$ cat config.mk
export PLATFORM = sky130hd
export DESIGN_NAME = actf_top
export DESIGN_NICKNAME = d
export VERILOG_FILES = /design/src/pkg/actf_pkg.sv /design/src/verilog/actf_sync.sv /design/src/verilog/actf_top.sv
export SDC_FILE = /design/constraint.sdc
export NUM_CORES = 1
export LEC_CHECK = 0
export ABC_AREA = 1
export BUFFER_PORTS_ARGS = -buffer_cell sky130_fd_sc_hd__buf_2
export CAP_MARGIN = 25
export CORE_AREA = 2 2 124 126
export CTS_BUF_LIST = sky130_fd_sc_hd__clkbuf_16
export DETAILED_ROUTE_END_ITERATION = 10
export DIE_AREA = 0 0 126 128
export PLACE_DENSITY = 0.9
export SLEW_MARGIN = 30
export SYNTH_ARGS = -nofsm -noshare
export SYNTH_HDL_FRONTEND = slang
export SYNTH_SLANG_ARGS = --single-unit
$ cat constraint.sdc
create_clock -name REF_CLK -period 4.8 [get_ports REF_CLK]
set_input_delay 0.48 -clock REF_CLK [delete_from_list [all_inputs] [get_ports REF_CLK]]
set_output_delay 0.48 -clock REF_CLK [all_outputs]
set_load 0.03 [all_outputs]
$ cat src/pkg/actf_pkg.sv
package actf_pkg;

	localparam int CLK_NS = 10;
	localparam int CELL_CLK_NS = 80;
	localparam int PH_CYC = CELL_CLK_NS / CLK_NS;
	localparam int PH_W = $clog2(PH_CYC);
	localparam logic [PH_W-1:0] PH_LAST = PH_W'(PH_CYC - 1);
	localparam logic [PH_W-1:0] PH_HALF = PH_W'(PH_CYC / 2);

	// fifo reset strobe, a longest time: rounded down
	localparam int FRST_NS = 40;
	localparam int FRST_CYC_I = (FRST_NS / CLK_NS) < 1 ? 1 : FRST_NS / CLK_NS;
	localparam logic [3:0] FRST_CYC = 4'(FRST_CYC_I);

	// write strobe low time, a least time: rounded up
	localparam int WR_LOW_NS = 20;
	localparam int WR_LOW_I = (WR_LOW_NS + CLK_NS - 1) / CLK_NS;
	localparam logic [3:0] WR_LOW_CYC = 4'(WR_LOW_I);

	localparam int CELL_LEN = 53;
	localparam int HDR_LEN = 5;
	localparam int PAY_LEN = 48;
	localparam logic [5:0] CELL_LAST = 6'(CELL_LEN - 1);
	localparam logic [5:0] PAY_FIRST = 6'(HDR_LEN);
	localparam int HDR_W = 8 * HDR_LEN;

	localparam logic [2:0] SEQ_PROG_FIRST = 3'h2;
	localparam logic [2:0] SEQ_PROG_LAST = 3'h5;
	localparam logic [2:0] SEQ_DONE = 3'h6;

	localparam logic [7:0] PROG_BYTE0 = 8'hf0;
	localparam logic [7:0] PROG_BYTE1 = 8'h70;
	localparam logic [7:0] PROG_BYTE2 = 8'h30;
	localparam logic [7:0] PROG_BYTE3 = 8'hd0;

	// default switch images, byte 0 in the low bits; hec byte left to
	// whoever sets the switches
	localparam logic [HDR_W-1:0] DEF_HDR_CTRL = 40'h00_40_00_80_00;
	localparam logic [HDR_W-1:0] DEF_HDR_DATA = 40'h00_80_00_80_00;

	typedef enum logic [1:0] {
		K_NULL = 2'b00,
		K_DATA = 2'b01,
		K_CTRL = 2'b11
	} actf_kind_e;

	typedef struct packed {
		logic wr_n;
		logic cd;
		logic [7:0] data;
	} actf_fifo_wr_s;

	typedef struct packed {
		logic board_rst;
		logic link_data_strobe;
		logic pkt_flag;
		logic ctrl_req;
		logic [7:0] byte_in;
		logic [HDR_W-1:0] sw_ctrl;
		logic [HDR_W-1:0] sw_data;
	} actf_pins_s;

	function automatic logic [7:0] actf_prog_byte(input logic [2:0] seq);
		case (seq)
			3'h2: return PROG_BYTE0;
			3'h3: return PROG_BYTE1;
			3'h4: return PROG_BYTE2;
			3'h5: return PROG_BYTE3;
			default: return 8'h00;
		endcase
	endfunction : actf_prog_byte

endpackage : actf_pkg

$ cat src/verilog/actf_sync.sv
`timescale 1ns/10ps
module actf_sync #(
	parameter int W = 1
) (
	input wire logic clk,
	input wire logic rst_n,
	input wire logic [W-1:0] d,
	output logic [W-1:0] q
);
	logic [W-1:0] meta_reg;

	// first stage feeds only the second
	always_ff @(posedge clk) begin
		if (!rst_n) begin
			meta_reg <= '0;
			q <= '0;
		end else begin
			meta_reg <= d;
			q <= meta_reg;
		end
	end
endmodule : actf_sync

$ cat src/verilog/actf_top.sv
`timescale 1ns/10ps
module actf_top (
	input wire logic REF_CLK,
	input wire logic RESET_N,
	input wire logic BOARD_RESET,
	input wire logic LINK_DATA_STROBE,
	input wire logic [7:0] LINK_BYTE,
	input wire logic FIFO_PACKET_FLAG,
	input wire logic CTRL_CELL_REQ,
	input wire logic [actf_pkg::HDR_W-1:0] HDR_SW_CTRL,
	input wire logic [actf_pkg::HDR_W-1:0] HDR_SW_DATA,
	output actf_pkg::actf_fifo_wr_s FIFO_WR,
	output logic FIFO_RESET_STROBE_N,
	output logic FIFO_RD_N,
	output logic NULL_HEADER_ENABLE_N,
	output logic HDR_EN,
	output logic [7:0] HDR_BYTE,
	output logic CELL_START,
	output logic [1:0] CELL_KIND
);
	import actf_pkg::*;

	actf_pins_s pins_raw, pins;
	logic brst_d, stb_d, brst_rise, stb_rise, tick, half2_n;
	logic [PH_W-1:0] ph_reg, ph_next;
	logic [2:0] seq_reg, seq_next;
	logic [5:0] cell_reg, cell_next;
	logic [3:0] frst_reg, frst_next, wr_reg, wr_next;
	logic ctrl_pend_reg;
	actf_kind_e kind_reg, kind_next;
	logic [HDR_W-1:0] hdr_word;

	assign pins_raw = '{board_rst: BOARD_RESET,
		link_data_strobe: LINK_DATA_STROBE,
		pkt_flag: FIFO_PACKET_FLAG, ctrl_req: CTRL_CELL_REQ,
		byte_in: LINK_BYTE, sw_ctrl: HDR_SW_CTRL, sw_data: HDR_SW_DATA};

	// byte and strobe share one synchroniser so they stay aligned
	actf_sync #(.W($bits(actf_pins_s))) u_sync (
		.clk(REF_CLK),
		.rst_n(RESET_N),
		.d(pins_raw),
		.q(pins)
	);

	always_ff @(posedge REF_CLK) begin
		if (!RESET_N) begin
			brst_d <= 1'b0;
			stb_d <= 1'b0;
		end else begin
			brst_d <= pins.board_rst;
			stb_d <= pins.link_data_strobe;
		end
	end
	assign brst_rise = pins.board_rst & ~brst_d;
	assign stb_rise = pins.link_data_strobe & ~stb_d;

	// 80 ns cycle built from phases of the reference clock
	assign tick = (ph_reg == PH_LAST);
	assign ph_next = tick ? '0 : ph_reg + PH_W'(1);
	assign half2_n = (ph_next >= PH_HALF);

	always_ff @(posedge REF_CLK) begin
		if (!RESET_N)
			ph_reg <= '0;
		else
			ph_reg <= ph_next;
	end

	// reset sequence counter
	always_comb begin
		seq_next = seq_reg;
		if (brst_rise)
			seq_next = '0;
		else if (pins.board_rst && tick && seq_reg != SEQ_DONE)
			seq_next = seq_reg + 3'h1;
	end

	always_ff @(posedge REF_CLK) begin
		if (!RESET_N)
			seq_reg <= SEQ_DONE;
		else
			seq_reg <= seq_next;
	end

	// short fifo-only reset at the start of every board reset
	assign frst_next = brst_rise ? FRST_CYC :
		(frst_reg != 4'h0 ? frst_reg - 4'h1 : 4'h0);

	always_ff @(posedge REF_CLK) begin
		if (!RESET_N) begin
			frst_reg <= 4'h0;
			FIFO_RESET_STROBE_N <= 1'b1;
		end else begin
			frst_reg <= frst_next;
			FIFO_RESET_STROBE_N <= (frst_next == 4'h0);
		end
	end

	// link writes are held off in reset so only the program lands there
	assign wr_next = (stb_rise && !pins.board_rst && frst_reg == 4'h0) ?
		WR_LOW_CYC : (wr_reg != 4'h0 ? wr_reg - 4'h1 : 4'h0);

	always_ff @(posedge REF_CLK) begin
		if (!RESET_N)
			wr_reg <= 4'h0;
		else
			wr_reg <= wr_next;
	end

	always_ff @(posedge REF_CLK) begin
		if (!RESET_N) begin
			FIFO_WR <= '{wr_n: 1'b1, cd: 1'b0, data: 8'h00};
		end else if (pins.board_rst) begin
			// byte stands whole count, strobe low only in its second half
			if (seq_next >= SEQ_PROG_FIRST && seq_next <= SEQ_PROG_LAST) begin
				FIFO_WR.cd <= 1'b1;
				FIFO_WR.data <= actf_prog_byte(seq_next);
				FIFO_WR.wr_n <= ~half2_n;
			end else begin
				FIFO_WR <= '{wr_n: 1'b1, cd: 1'b0, data: 8'h00};
			end
		end else begin
			FIFO_WR.cd <= 1'b0;
			FIFO_WR.wr_n <= (wr_next == 4'h0);
			if (wr_next != 4'h0 && wr_reg == 4'h0)
				FIFO_WR.data <= pins.byte_in;
		end
	end

	// cell sequencer keeps running through board reset
	assign cell_next = !tick ? cell_reg :
		(cell_reg == CELL_LAST ? 6'h00 : cell_reg + 6'h01);

	always_comb begin
		kind_next = kind_reg;
		if (tick && cell_reg == CELL_LAST) begin
			if (pins.board_rst)
				kind_next = K_NULL;
			else if (ctrl_pend_reg)
				kind_next = K_CTRL;
			else if (pins.pkt_flag)
				kind_next = K_DATA;
			else
				kind_next = K_NULL;
		end
	end

	always_ff @(posedge REF_CLK) begin
		if (!RESET_N) begin
			cell_reg <= CELL_LAST;
			kind_reg <= K_NULL;
		end else begin
			cell_reg <= cell_next;
			kind_reg <= kind_next;
		end
	end

	// request set wins over the clear when a control cell starts
	always_ff @(posedge REF_CLK) begin
		if (!RESET_N)
			ctrl_pend_reg <= 1'b0;
		else if (pins.ctrl_req)
			ctrl_pend_reg <= 1'b1;
		else if (tick && cell_reg == CELL_LAST && kind_next == K_CTRL)
			ctrl_pend_reg <= 1'b0;
	end

	// switch lines carry on=0 as read, switch 8 on bit 7 of each byte
	assign hdr_word = (kind_next == K_CTRL) ? pins.sw_ctrl : pins.sw_data;

	always_ff @(posedge REF_CLK) begin
		if (!RESET_N) begin
			NULL_HEADER_ENABLE_N <= 1'b1;
			HDR_EN <= 1'b0;
			HDR_BYTE <= 8'h00;
			FIFO_RD_N <= 1'b1;
			CELL_START <= 1'b0;
			CELL_KIND <= K_NULL;
		end else begin
			NULL_HEADER_ENABLE_N <= ~(half2_n &&
				(kind_next == K_NULL || pins.board_rst));
			HDR_EN <= half2_n && kind_next != K_NULL &&
				!pins.board_rst && cell_next < PAY_FIRST;
			// payload counts show zero, never a byte past the header
			HDR_BYTE <= (cell_next < PAY_FIRST) ?
				hdr_word[8*cell_next[2:0] +: 8] : 8'h00;
			FIFO_RD_N <= ~(half2_n && kind_next == K_DATA &&
				!pins.board_rst && cell_next >= PAY_FIRST);
			CELL_START <= tick && cell_next == 6'h00;
			CELL_KIND <= kind_next;
		end
	end
endmodule : actf_top
==> metrics, run 1 <==
DR iter-0 viols between 500 and 600; row cnt 45; CTS tree built; max cap viols 0; hold bufs inserted after CTS 0; Yosys top cell area share 0.562; mux cell area share after synthesis 0.00121; EDFF count, synth 0; # clock sinks about 230; area grow syn2layout 16.8%; fin crit period 2.68 ns; Yosys warnings 0; H-tree levels 1; outcome finished clean; Slew headroom 0.444; Final Hold Viols 0; initial antenna violation count 0; Seq/Total Area, Yosys 0.562; Mapped Nets 1176; syn avg cell area 7.70 µm²; root buf cell clkbuf_16; Post-Synth XOR/XNOR Area 0.00318; post-place setup slack 2.21 ns; Post-Synthesis Cells 1074; fin crit share 0.558; CTS Buffer Depth 3; Critical Path Start Type register; post-synthesis cell area 8270 µm²; DRT Wirelength 16100 µm; total grt overflow 0; unrepaired setup endpoints after global routing false; crit path capture type register; Post-CTS Resized 0; Starting Density 0.556; Hold Crit Class in -> reg; worst slew pin tran 0.833 ns; drt drc 0; vias per cell 4.59; number of buffers added on ports between 100 and 150; clk_skew 0.0113 ns; nets 1279; Fin Hold WS 0.164 ns; Pleak around 5.8 nW; most common cell after layout, fill and taps aside nand2_1; largest family of logic cells by synthesized area simple AND/OR/NAND/NOR gates; GPL Wtd Cong 0.892; CP arrival 3.05 ns; Num CTS Buffers 23; Die ar. 16100 µm²; simple-gate share of the synthesized area 0.241; first-pass GRT wire length 27400 µm; Die X 126 µm; Yosys reg bits 232; DRT Pass-1 Iters 5; PwrDens 457 nW/µm²; most frequent cells in the layout nand2_1, inv_1, dfxtp_1; fin worst setup slack 2.12 ns; final instance area 9650 µm²; Via Count 6337; vias in the first global route 6149; CTS clock-pin slew for the worst setup and hold paths 0.06 ns; utilization after layout 0.649; Peak VDD IR about 0.00027 V; leading area contributor after synthesis dfxtp_1; Core Area 14900 µm²; hpwl dp 10700 µm; I/O pins 119; Synth Area in Compound Gates 0.0294; largest net degree at the start of global routing 129; Adder-Cell Fraction of Synth Area 0.0121; WS Path Type reg -> reg; max-slew violations 0; chip height 128 µm; Distinct cells, synth 38; layout cells sized above 1 0.145; GR Util All Layers 0.204; Setup TNS 0 ns; Placed Area 8900 µm²; Setup Buffers After CTS 0; crit-path max FO 41; synth top area cells dfxtp_1, nand2_1, inv_1, nand3_1, nor2_1; top_reg_cell synth dfxtp_1; fraction of registers with async set/reset 0; Clock Latency Late Sink 0.50 ns; wire per inst 11.6 µm; final antenna-violating net count 0; fmax 373 MHz; setup violators final 0; Worst Path Required 5.17 ns; diodes inserted 0
-- critical path, cell delays in order, from the launching register on --
cell and delay, ns:
dfxtp_1 0.34, ha_1 0.18, ha_1 0.35, nand2_1 0.11, inv_2 0.11, nand3_4 0.13, nand2_2 0.12, nand2_4 0.22
nand2_4 0.43, inv_2 0.16, nor2_1 0.15, nor2_1 0.06, o21ai_1 0.09, a21oi_1 0.09
-- cells in the mapped netlist (all sizes together), types with 8 or more instances --
library cell  instances
nor3                  9
dfxtp               232
nor2                 53
nand3                64
nand3b               16
ha                    8
a21oi                15
inv                 276
o21ai                27
buf                  17
nand2               315
clkbuf               24
-- path summary, 6_finish.rpt --
kind	startpoint	endpoint	slack (ns)	cells after the start
worst max register to register	ph_reg[0]$_SDFF_PN0_	HDR_BYTE[7]$_SDFF_PN0_	2.12	13
worst min register to register	u_sync.meta_reg[82]$_SDFF_PN0_	u_sync.q[82]$_SDFF_PN0_	0.41	2
worst min-delay path	HDR_SW_DATA[9]	u_sync.meta_reg[9]$_SDFF_PN0_	0.16	3
worst max-delay path	ph_reg[0]$_SDFF_PN0_	HDR_BYTE[7]$_SDFF_PN0_	2.12	13
-- metrics by stage --
stage / instances / power, mW
detailed placement: 1340 / 2.67
global placement: 1340 / 2.65
floorplan: 1074 / 2.54
finish: 1380 / 4.41
global route: 1380 / 4.61
CTS: 1380 / 4.44
-- logic make-up after synthesis --
family | count (synthesis)
muxes | 1
adders and majority gates | 8
DFF | 232
xor gates and xnor gates | 3
and+or+nand+nor | 465
AOI/OAI and AO/OA | 46
buffers and inverters | 319
-- routing by layer --
metal | part of all wire | global-route usage | up-vias
li1 | - | - | 3287
met1 | 0.42 | 0.252 | 2777
met2 | 0.48 | 0.360 | 224
met3 | 0.068 | 0.0346 | 49
met4 | 0.032 | 0.0724 | 0
met5 | 0 | 0 | -
-- power breakdown --
group          switching [mW]  internal [mW]
Clock                   0.691           1.08
Combinational           0.332          0.180
Sequential             0.0603           2.06
-- layout make-up --
class	instances	area, µm²
clock buffer	23	576
clock inverter	17	179
inverter	278	1040
timing repair buffer	119	608
fill	1220	5210
sequential	232	4640
multi-input combinational	523	2370
tap	188	235
Note: power is estimated with default switching activity, not from simulation.
==> run 2: changes to the inputs <==
Settings changed: ABC_AREA 1 to 0, CORE_AREA 2 2 124 126 to 2 2 127 129, DIE_AREA 0 0 126 128 to 0 0 129 131, PLACE_DENSITY 0.9 to 0.86.
Clock period 4.8 ns to 2.2 ns, I/O delays scaled along.
==> metrics, run 2 <==
nets 1039 (-19%); hpwl dp 10200 µm (-4.6%); top-count cell post-synth dfxtp_1; outcome finished with violations; layout cells sized above 1 0.237 (+0.0923); Yosys reg bits 232 (unchanged); I/O pins 119 (unchanged); max cap viols 0 (unchanged); Placed Area 8560 µm² (-3.8%); Core Area 15600 µm² (+4.9%); vias per cell 4.80 (+4.5%); Distinct cells, synth 51 (+34%); wire per inst 16.0 µm (+37%); Yosys top cell area share 0.606 (+0.0442); Starting Density 0.491 (-0.0648); M2 GR Usage 0.394 (+0.0338); Die ar. 16900 µm² (+4.8%); chip height 131 µm (+2.3%); CTS tree built; flop2flop setup slack -0.05 ns (-2.17 ns); DR iter-0 viols 332 (-36%); fraction of registers with async set/reset 0 (unchanged); unrepaired setup endpoints after global routing true; CP cell instances ha_4, ha_4, and2_4, and4_4, or2_4, clkbuf_16, mux2i_2, o22ai_1, o311a_1; largest net degree at the start of global routing 154 (+19%); fill count 1062 (-13%); clk_skew 0.0123 ns (+0.000964 ns); top_reg_cell synth dfxtp_1; Worst Path Required 2.58 ns (-2.59 ns); Clock Latency Late Sink 0.50 ns (about the same); CP max-delay cell dfxtp_2; drt drc 0 (unchanged); fmax 444 MHz (+19%); critical path's most frequent cell ha_4; Peak VDD IR 0.000545 V (+100%); area grow syn2layout 37.1%; grt peak-use layer met2; row cnt 46 (+2.2%); root buf cell clkbuf_16; GR Util All Layers 0.212 (+0.00826); initial antenna violation count 1 (+1); Final Hold Viols 0 (unchanged); first-pass GRT wire length 27900 µm (+1.9%); final antenna-violating net count 0 (unchanged); violated checks negative setup slack; number of buffers added on ports 118 (unchanged); post-place setup slack -0.0448 ns (-2.25 ns); Mapped Nets 812 (-31%); CP arrival 2.64 ns (-0.41 ns); Via Count 5607 (-12%); diodes inserted 0 (unchanged); Largest stage delay, worst path 0.33 ns (-0.10 ns); synth top area cells dfxtp_1, and2_1, mux2i_1, mux2_2, nand2_1; Pleak 4.55 nW (-21%); CTS clock-pin slew for the worst setup and hold paths 0.06 ns (about the same); Slew headroom 0.650 (+0.205); Yosys warnings 0 (unchanged); fin crit share 1.02 (+0.466); most common cell after layout, fill and taps aside dfxtp_1; met1 GRT Util 0.236 (-0.0168); fin worst setup slack -0.0537 ns (-2.17 ns); most frequent cells in the layout dfxtp_1, and2_1, buf_2; Num CTS Buffers 23 (unchanged); crit path capture type register; # clock sinks 232 (unchanged); fin crit period 2.25 ns (-0.427 ns); synth cell count leaders dfxtp_1, and2_1, nand2_1, nor2_1, mux2i_1; setup violators final 6 (+6); Die X 129 µm (+2.4%); crit-path max FO 6 (-85%); Critical Path Start Type register; Seq/Total Area, Yosys 0.606 (+0.0442); CTS Buffer Depth 3 (unchanged); post-synthesis cell area 7660 µm² (-7.3%); Hold Crit Class in -> reg; WS Path Type reg -> reg; EDFF count, synth 0 (unchanged); PwrDens 857 nW/µm² (+88%); M3 GR Usage 0.0403 (+0.00567); syn avg cell area 10.8 µm² (+40%); final instance area 10500 µm² (+8.8%); total grt overflow 0 (unchanged); leading area contributor after synthesis dfxtp_1; GPL Wtd Cong 0.908 (+1.9%); vias in the first global route 5639 (-8.3%); Post-Synthesis Cells 710 (-34%); worst slew pin tran 0.525 ns (-0.308 ns); H-tree levels 1 (unchanged); max-slew violations 0 (unchanged); DRT Wirelength 18700 µm (+16%); DRT Pass-1 Iters 4 (-1)
==> run 2: cell types whose count changed after synthesis, sizes merged, moves of 9 or more <==
cell,before,now
nand2,315,34
inv,276,11
and2,1,189
nand3,64,6
mux2i,1,29
nor2,53,34
mux2,0,13
nand3b,16,3
o22ai,0,9
==> run 2: routing by layer <==
metal,vias to the layer above,part of all wire
met4,2,0.038
li1,2787,-
met5,-,0.00059
met3,51,0.047
met2,172,0.52
met1,2595,0.39
==> run 2: critical path: cells and delay by family, from the launching register on <==
family          cells  cell delay, ns
fa+ha+maj           2            0.33
simple gates        3            0.64
flops               1            0.33
mux                 1            0.20
compound gates      2            0.43
buf+inv             1            0.19
==> run 2: per-stage QoR <==
step | instances | TNS [ns] | power (mW) | util | hold WS (ns)
after floorplan | 710 | 0 | 4.92 | - | 0.347
after global placement | 1027 | 0 | 5.10 | 0.549 | 0.412
after detailed placement | 1027 | -0.198 | 5.12 | 0.549 | 0.418
after CTS | 1161 | -0.0213 | 8.99 | 0.659 | 0.233
after global routing | 1168 | -0.712 | 9.31 | 0.673 | 0.236
final | 1168 | -0.150 | 9.00 | 0.673 | 0.202
==> run 2: area by class of cell <==
type	instances	area, µm²	share of cell area
Clock buffer	23	576	0.0548
Clock inverter	17	158	0.0150
Inverter	11	41.3	0.00393
Multi-Input combinational cell	430	2990	0.284
Sequential cell	232	4650	0.443
Tap cell	216	270	0.0257
Timing Repair Buffer	239	1820	0.174
==> run 2: kinds of logic after synthesis <==
| group | after synthesis | share of synthesized area |
|---|---|---|
| AOI/OAI and AO/OA | 80 | 0.0674 |
| xor gates and xnor gates | 9 | 0.0103 |
| adders and majority gates | 8 | 0.0131 |
| buffers and inverters | 48 | 0.0287 |
| DFF | 232 | 0.606 |
| muxes | 42 | 0.0570 |
| and+or+nand+nor | 291 | 0.217 |
==> run 2: repair_timing <==
| action | CTS | global route |
|---|---|---|
| gates resized for setup | 7 | 28 |
| endpoints found under the setup margin | 8 | 15 |
| gates cloned | 1 | 1 |
| pin swaps | 4 | 12 |
| buffers inserted | 1 | 6 |
| endpoints found under the hold margin | 92 | 0 |
| hold buffers | 92 | 0 |
==> run 2: worst paths after layout <==
kind                                           to  cells past startpoint                            from
hold reg to reg           u_sync.q[54]$_SDFF_PN0_                      1  u_sync.meta_reg[54]$_SDFF_PN0_
hold / removal    NULL_HEADER_ENABLE_N$_SDFF_PN1_                      3                         RESET_N
setup / recovery           HDR_BYTE[4]$_SDFF_PN0_                      9            ph_reg[0]$_SDFF_PN0_
setup reg to reg           HDR_BYTE[4]$_SDFF_PN0_                      9            ph_reg[0]$_SDFF_PN0_
==> run 2: report_power, final <==
part / switching (mW) / internal, mW / leakage, nW
Combinational: 0.316 / 0.381 / 2.27
Clock: 1.56 / 2.25 / 0.366
Sequential: 0.0940 / 4.41 / 1.91
==> run 3: changes to the inputs <==
Settings changed: MAX_ROUTING_LAYER set to met4, RECOVER_POWER set to 25.
==> metrics, run 3 (same netlist as run 2, synthesis figures left out) <==
initial antenna violation count 0 (-1); Pleak 4.52 nW (-0.58%); largest net degree at the start of global routing 97 (-37%); first-pass GRT wire length 27200 µm (-2.7%); Die X 129 µm (unchanged); top routing layer in use met4; root buf cell clkbuf_16; Die ar. 16900 µm² (unchanged); clock share of power 0.423 (about the same); DRT Pass-1 Iters 5 (+1); H-tree levels 1 (unchanged); violated checks negative setup slack; layout cells sized above 1 0.228 (-0.00912); wire per inst 15.1 µm (-5.3%); Detail Route met3 WL 882 µm (+1.3%); utilization after layout 0.669 (-0.00401); switching part of the total 0.219 (+0.00108); fin crit period 2.22 ns (-0.0371 ns); CTS tree built; GR Util All Layers 0.212 (about the same); Clock Latency Late Sink 0.51 ns (about the same); row cnt 46 (unchanged); fmax 451 MHz (+1.7%); WS Path Type reg -> reg; DR WL met2 9000 µm (-7.7%); Largest stage delay, worst path 0.33 ns (about the same); max-slew violations 0 (unchanged); Stages on worst setup path 9 (unchanged); chip height 131 µm (unchanged); # clock sinks 232 (unchanged); Bufs and invs on worst path 1 (unchanged); area grow syn2layout 36.2%; Setup TNS -0.0167 ns (+0.133 ns); GPL Wtd Cong 0.897 (-1.3%); CP arrival 2.59 ns (-0.05 ns); Via Count 5587 (-0.36%); M1 wire length 7120 µm (-3.1%); post-place setup slack -0.0969 ns (-0.0521 ns); sequential fraction of design power 0.501 (about the same); Worst R2R Start ph_reg[0]$_SDFF_PN0_; CP cell instances ha_4, ha_4, and2_4, and4_4, or2_4, buf_12, mux2i_4, o22ai_1, o311a_1; number of buffers added on ports 118 (unchanged); I/O pins 119 (unchanged); worst r2r dst HDR_BYTE[2]$_SDFF_PN0_; most frequent cells in the layout dfxtp_1, and2_1, buf_2; crit path capture type register; Logic pwr share 0.076 (about the same); crit-path max FO 6 (unchanged); PwrDens 860 nW/µm² (+0.36%); drt drc 0 (unchanged); Crit path max-delay family simple AND/OR/NAND/NOR gates; internal power 7.01 mW (-0.38%); Hold Crit Class in -> reg; critical path's most frequent cell ha_4; Worst Path Required 2.57 ns (about the same); Hold Startpoint RESET_N; Peak VDD IR 0.000489 V (-10%); DRT Wirelength 17700 µm (-5.1%); worst reg2reg path depth 9 (unchanged); fin worst setup slack -0.0167 ns (+0.0371 ns); most common cell after layout, fill and taps aside dfxtp_1; hpwl dp 10600 µm (+3.4%); total grt overflow 0 (unchanged); outcome finished with violations; Num CTS Buffers 24 (+4.3%); Critical Path Start Type register; fin crit share 1.01 (-0.0168); Fin Hold WS 0.305 ns (+0.103 ns); Post-Layout Cell Count 1171 (+0.26%); DR iter-0 viols 295 (-11%); Starting Density 0.491 (unchanged); Core Area 15600 µm² (unchanged); vias per cell 4.77 (-0.61%); vias in the first global route 5576 (-1.1%); Worst Hold Depth 2 (-1); CTS Buffer Depth 3 (unchanged); Placed Cells 1027 (unchanged); clk_skew 0.0127 ns (+0.000449 ns); max cap viols 0 (unchanged); flop2flop setup slack -0.02 ns (+0.04 ns); worst slew pin tran 0.864 ns (+0.339 ns); Slew headroom 0.424 (-0.226); diodes inserted 0 (unchanged); Hold Path End seq_reg[1]$_SDFF_PN1_; setup violators final 1 (-5); nets 1040 (+0.096%); CTS clock-pin slew for the worst setup and hold paths 0.06 ns (about the same); Final Hold Viols 0 (unchanged); CP max-delay cell dfxtp_2; Net Switching 1.97 mW (+0.25%); unrepaired setup endpoints after global routing true; final antenna-violating net count 0 (unchanged)
==> run 3: cell types whose count changed in the layout (fill, tap and decap cells not counted), moves of 3 or more <==
cell and change:
and2_0 +7, and2_1 -7, mux2i_4 -3, mux2i_1 +3
clkinv_1 +5
==> run 3: area by class of cell <==
| type | count | area [µm²] |
|---|---|---|
| fillers | 1062 | 5160 |
| flip-flops and latches | 232 | 4650 |
| multi-input cells | 430 | 2920 |
| repair buffers | 239 | 1810 |
| clock buffers | 24 | 601 |
| well taps | 216 | 270 |
| clock inverters | 19 | 154 |
| inverters | 11 | 41.3 |
==> run 3: worst max-delay path by stage <==
stage,from,to,slack (ns)
2_1_floorplan,ph_reg[0]$_SDFF_PN0_,HDR_BYTE[6]$_SDFF_PN0_,0.00003
3_3_place_gp,ph_reg[0]$_SDFF_PN0_,HDR_BYTE[1]$_SDFF_PN0_,0.02
3_5_place_dp,ph_reg[0]$_SDFF_PN0_,HDR_BYTE[2]$_SDFF_PN0_,-0.1
4_1_cts,ph_reg[0]$_SDFF_PN0_,HDR_BYTE[2]$_SDFF_PN0_,0.006
5_1_grt,cell_reg[1]$_SDFF_PN0_,HDR_BYTE[0]$_SDFF_PN0_,-0.07
6_report,ph_reg[0]$_SDFF_PN0_,HDR_BYTE[2]$_SDFF_PN0_,-0.02
==> run 3: metal layers <==
layer  up-vias  GRT usage
met2       184      0.378
met1      2553      0.233
li1       2800          -
met5         -          -
met3        50     0.0379
met4         0     0.0946
==> run 3: per-stage QoR <==
stage | total power, mW | instance area (µm²)
floorplan | 4.92 | 7680
global placement | 5.10 | 8550
detailed placement | 5.12 | 8550
CTS | 9.03 | 10300
global route | 9.30 | 10400
finish | 8.98 | 10400
==> run 3: power by group through the flow <==
stage               Clock, mW  Combinational, mW  Sequential [mW]
global placement            0              0.521             4.58
global route             4.02              0.764             4.52
detailed placement          0              0.535             4.59
floorplan                   0              0.327             4.59
CTS                      3.87              0.667             4.50
finish                   3.80              0.684             4.50
==> run 3: what timing repair did <==
action	in CTS	in global routing
buffers inserted	4	3
gates resized for setup	6	18
pin swaps	5	14
endpoints found under the hold margin	92	0
gates cloned	1	1
hold buffers	92	0
endpoints found under the setup margin	9	15
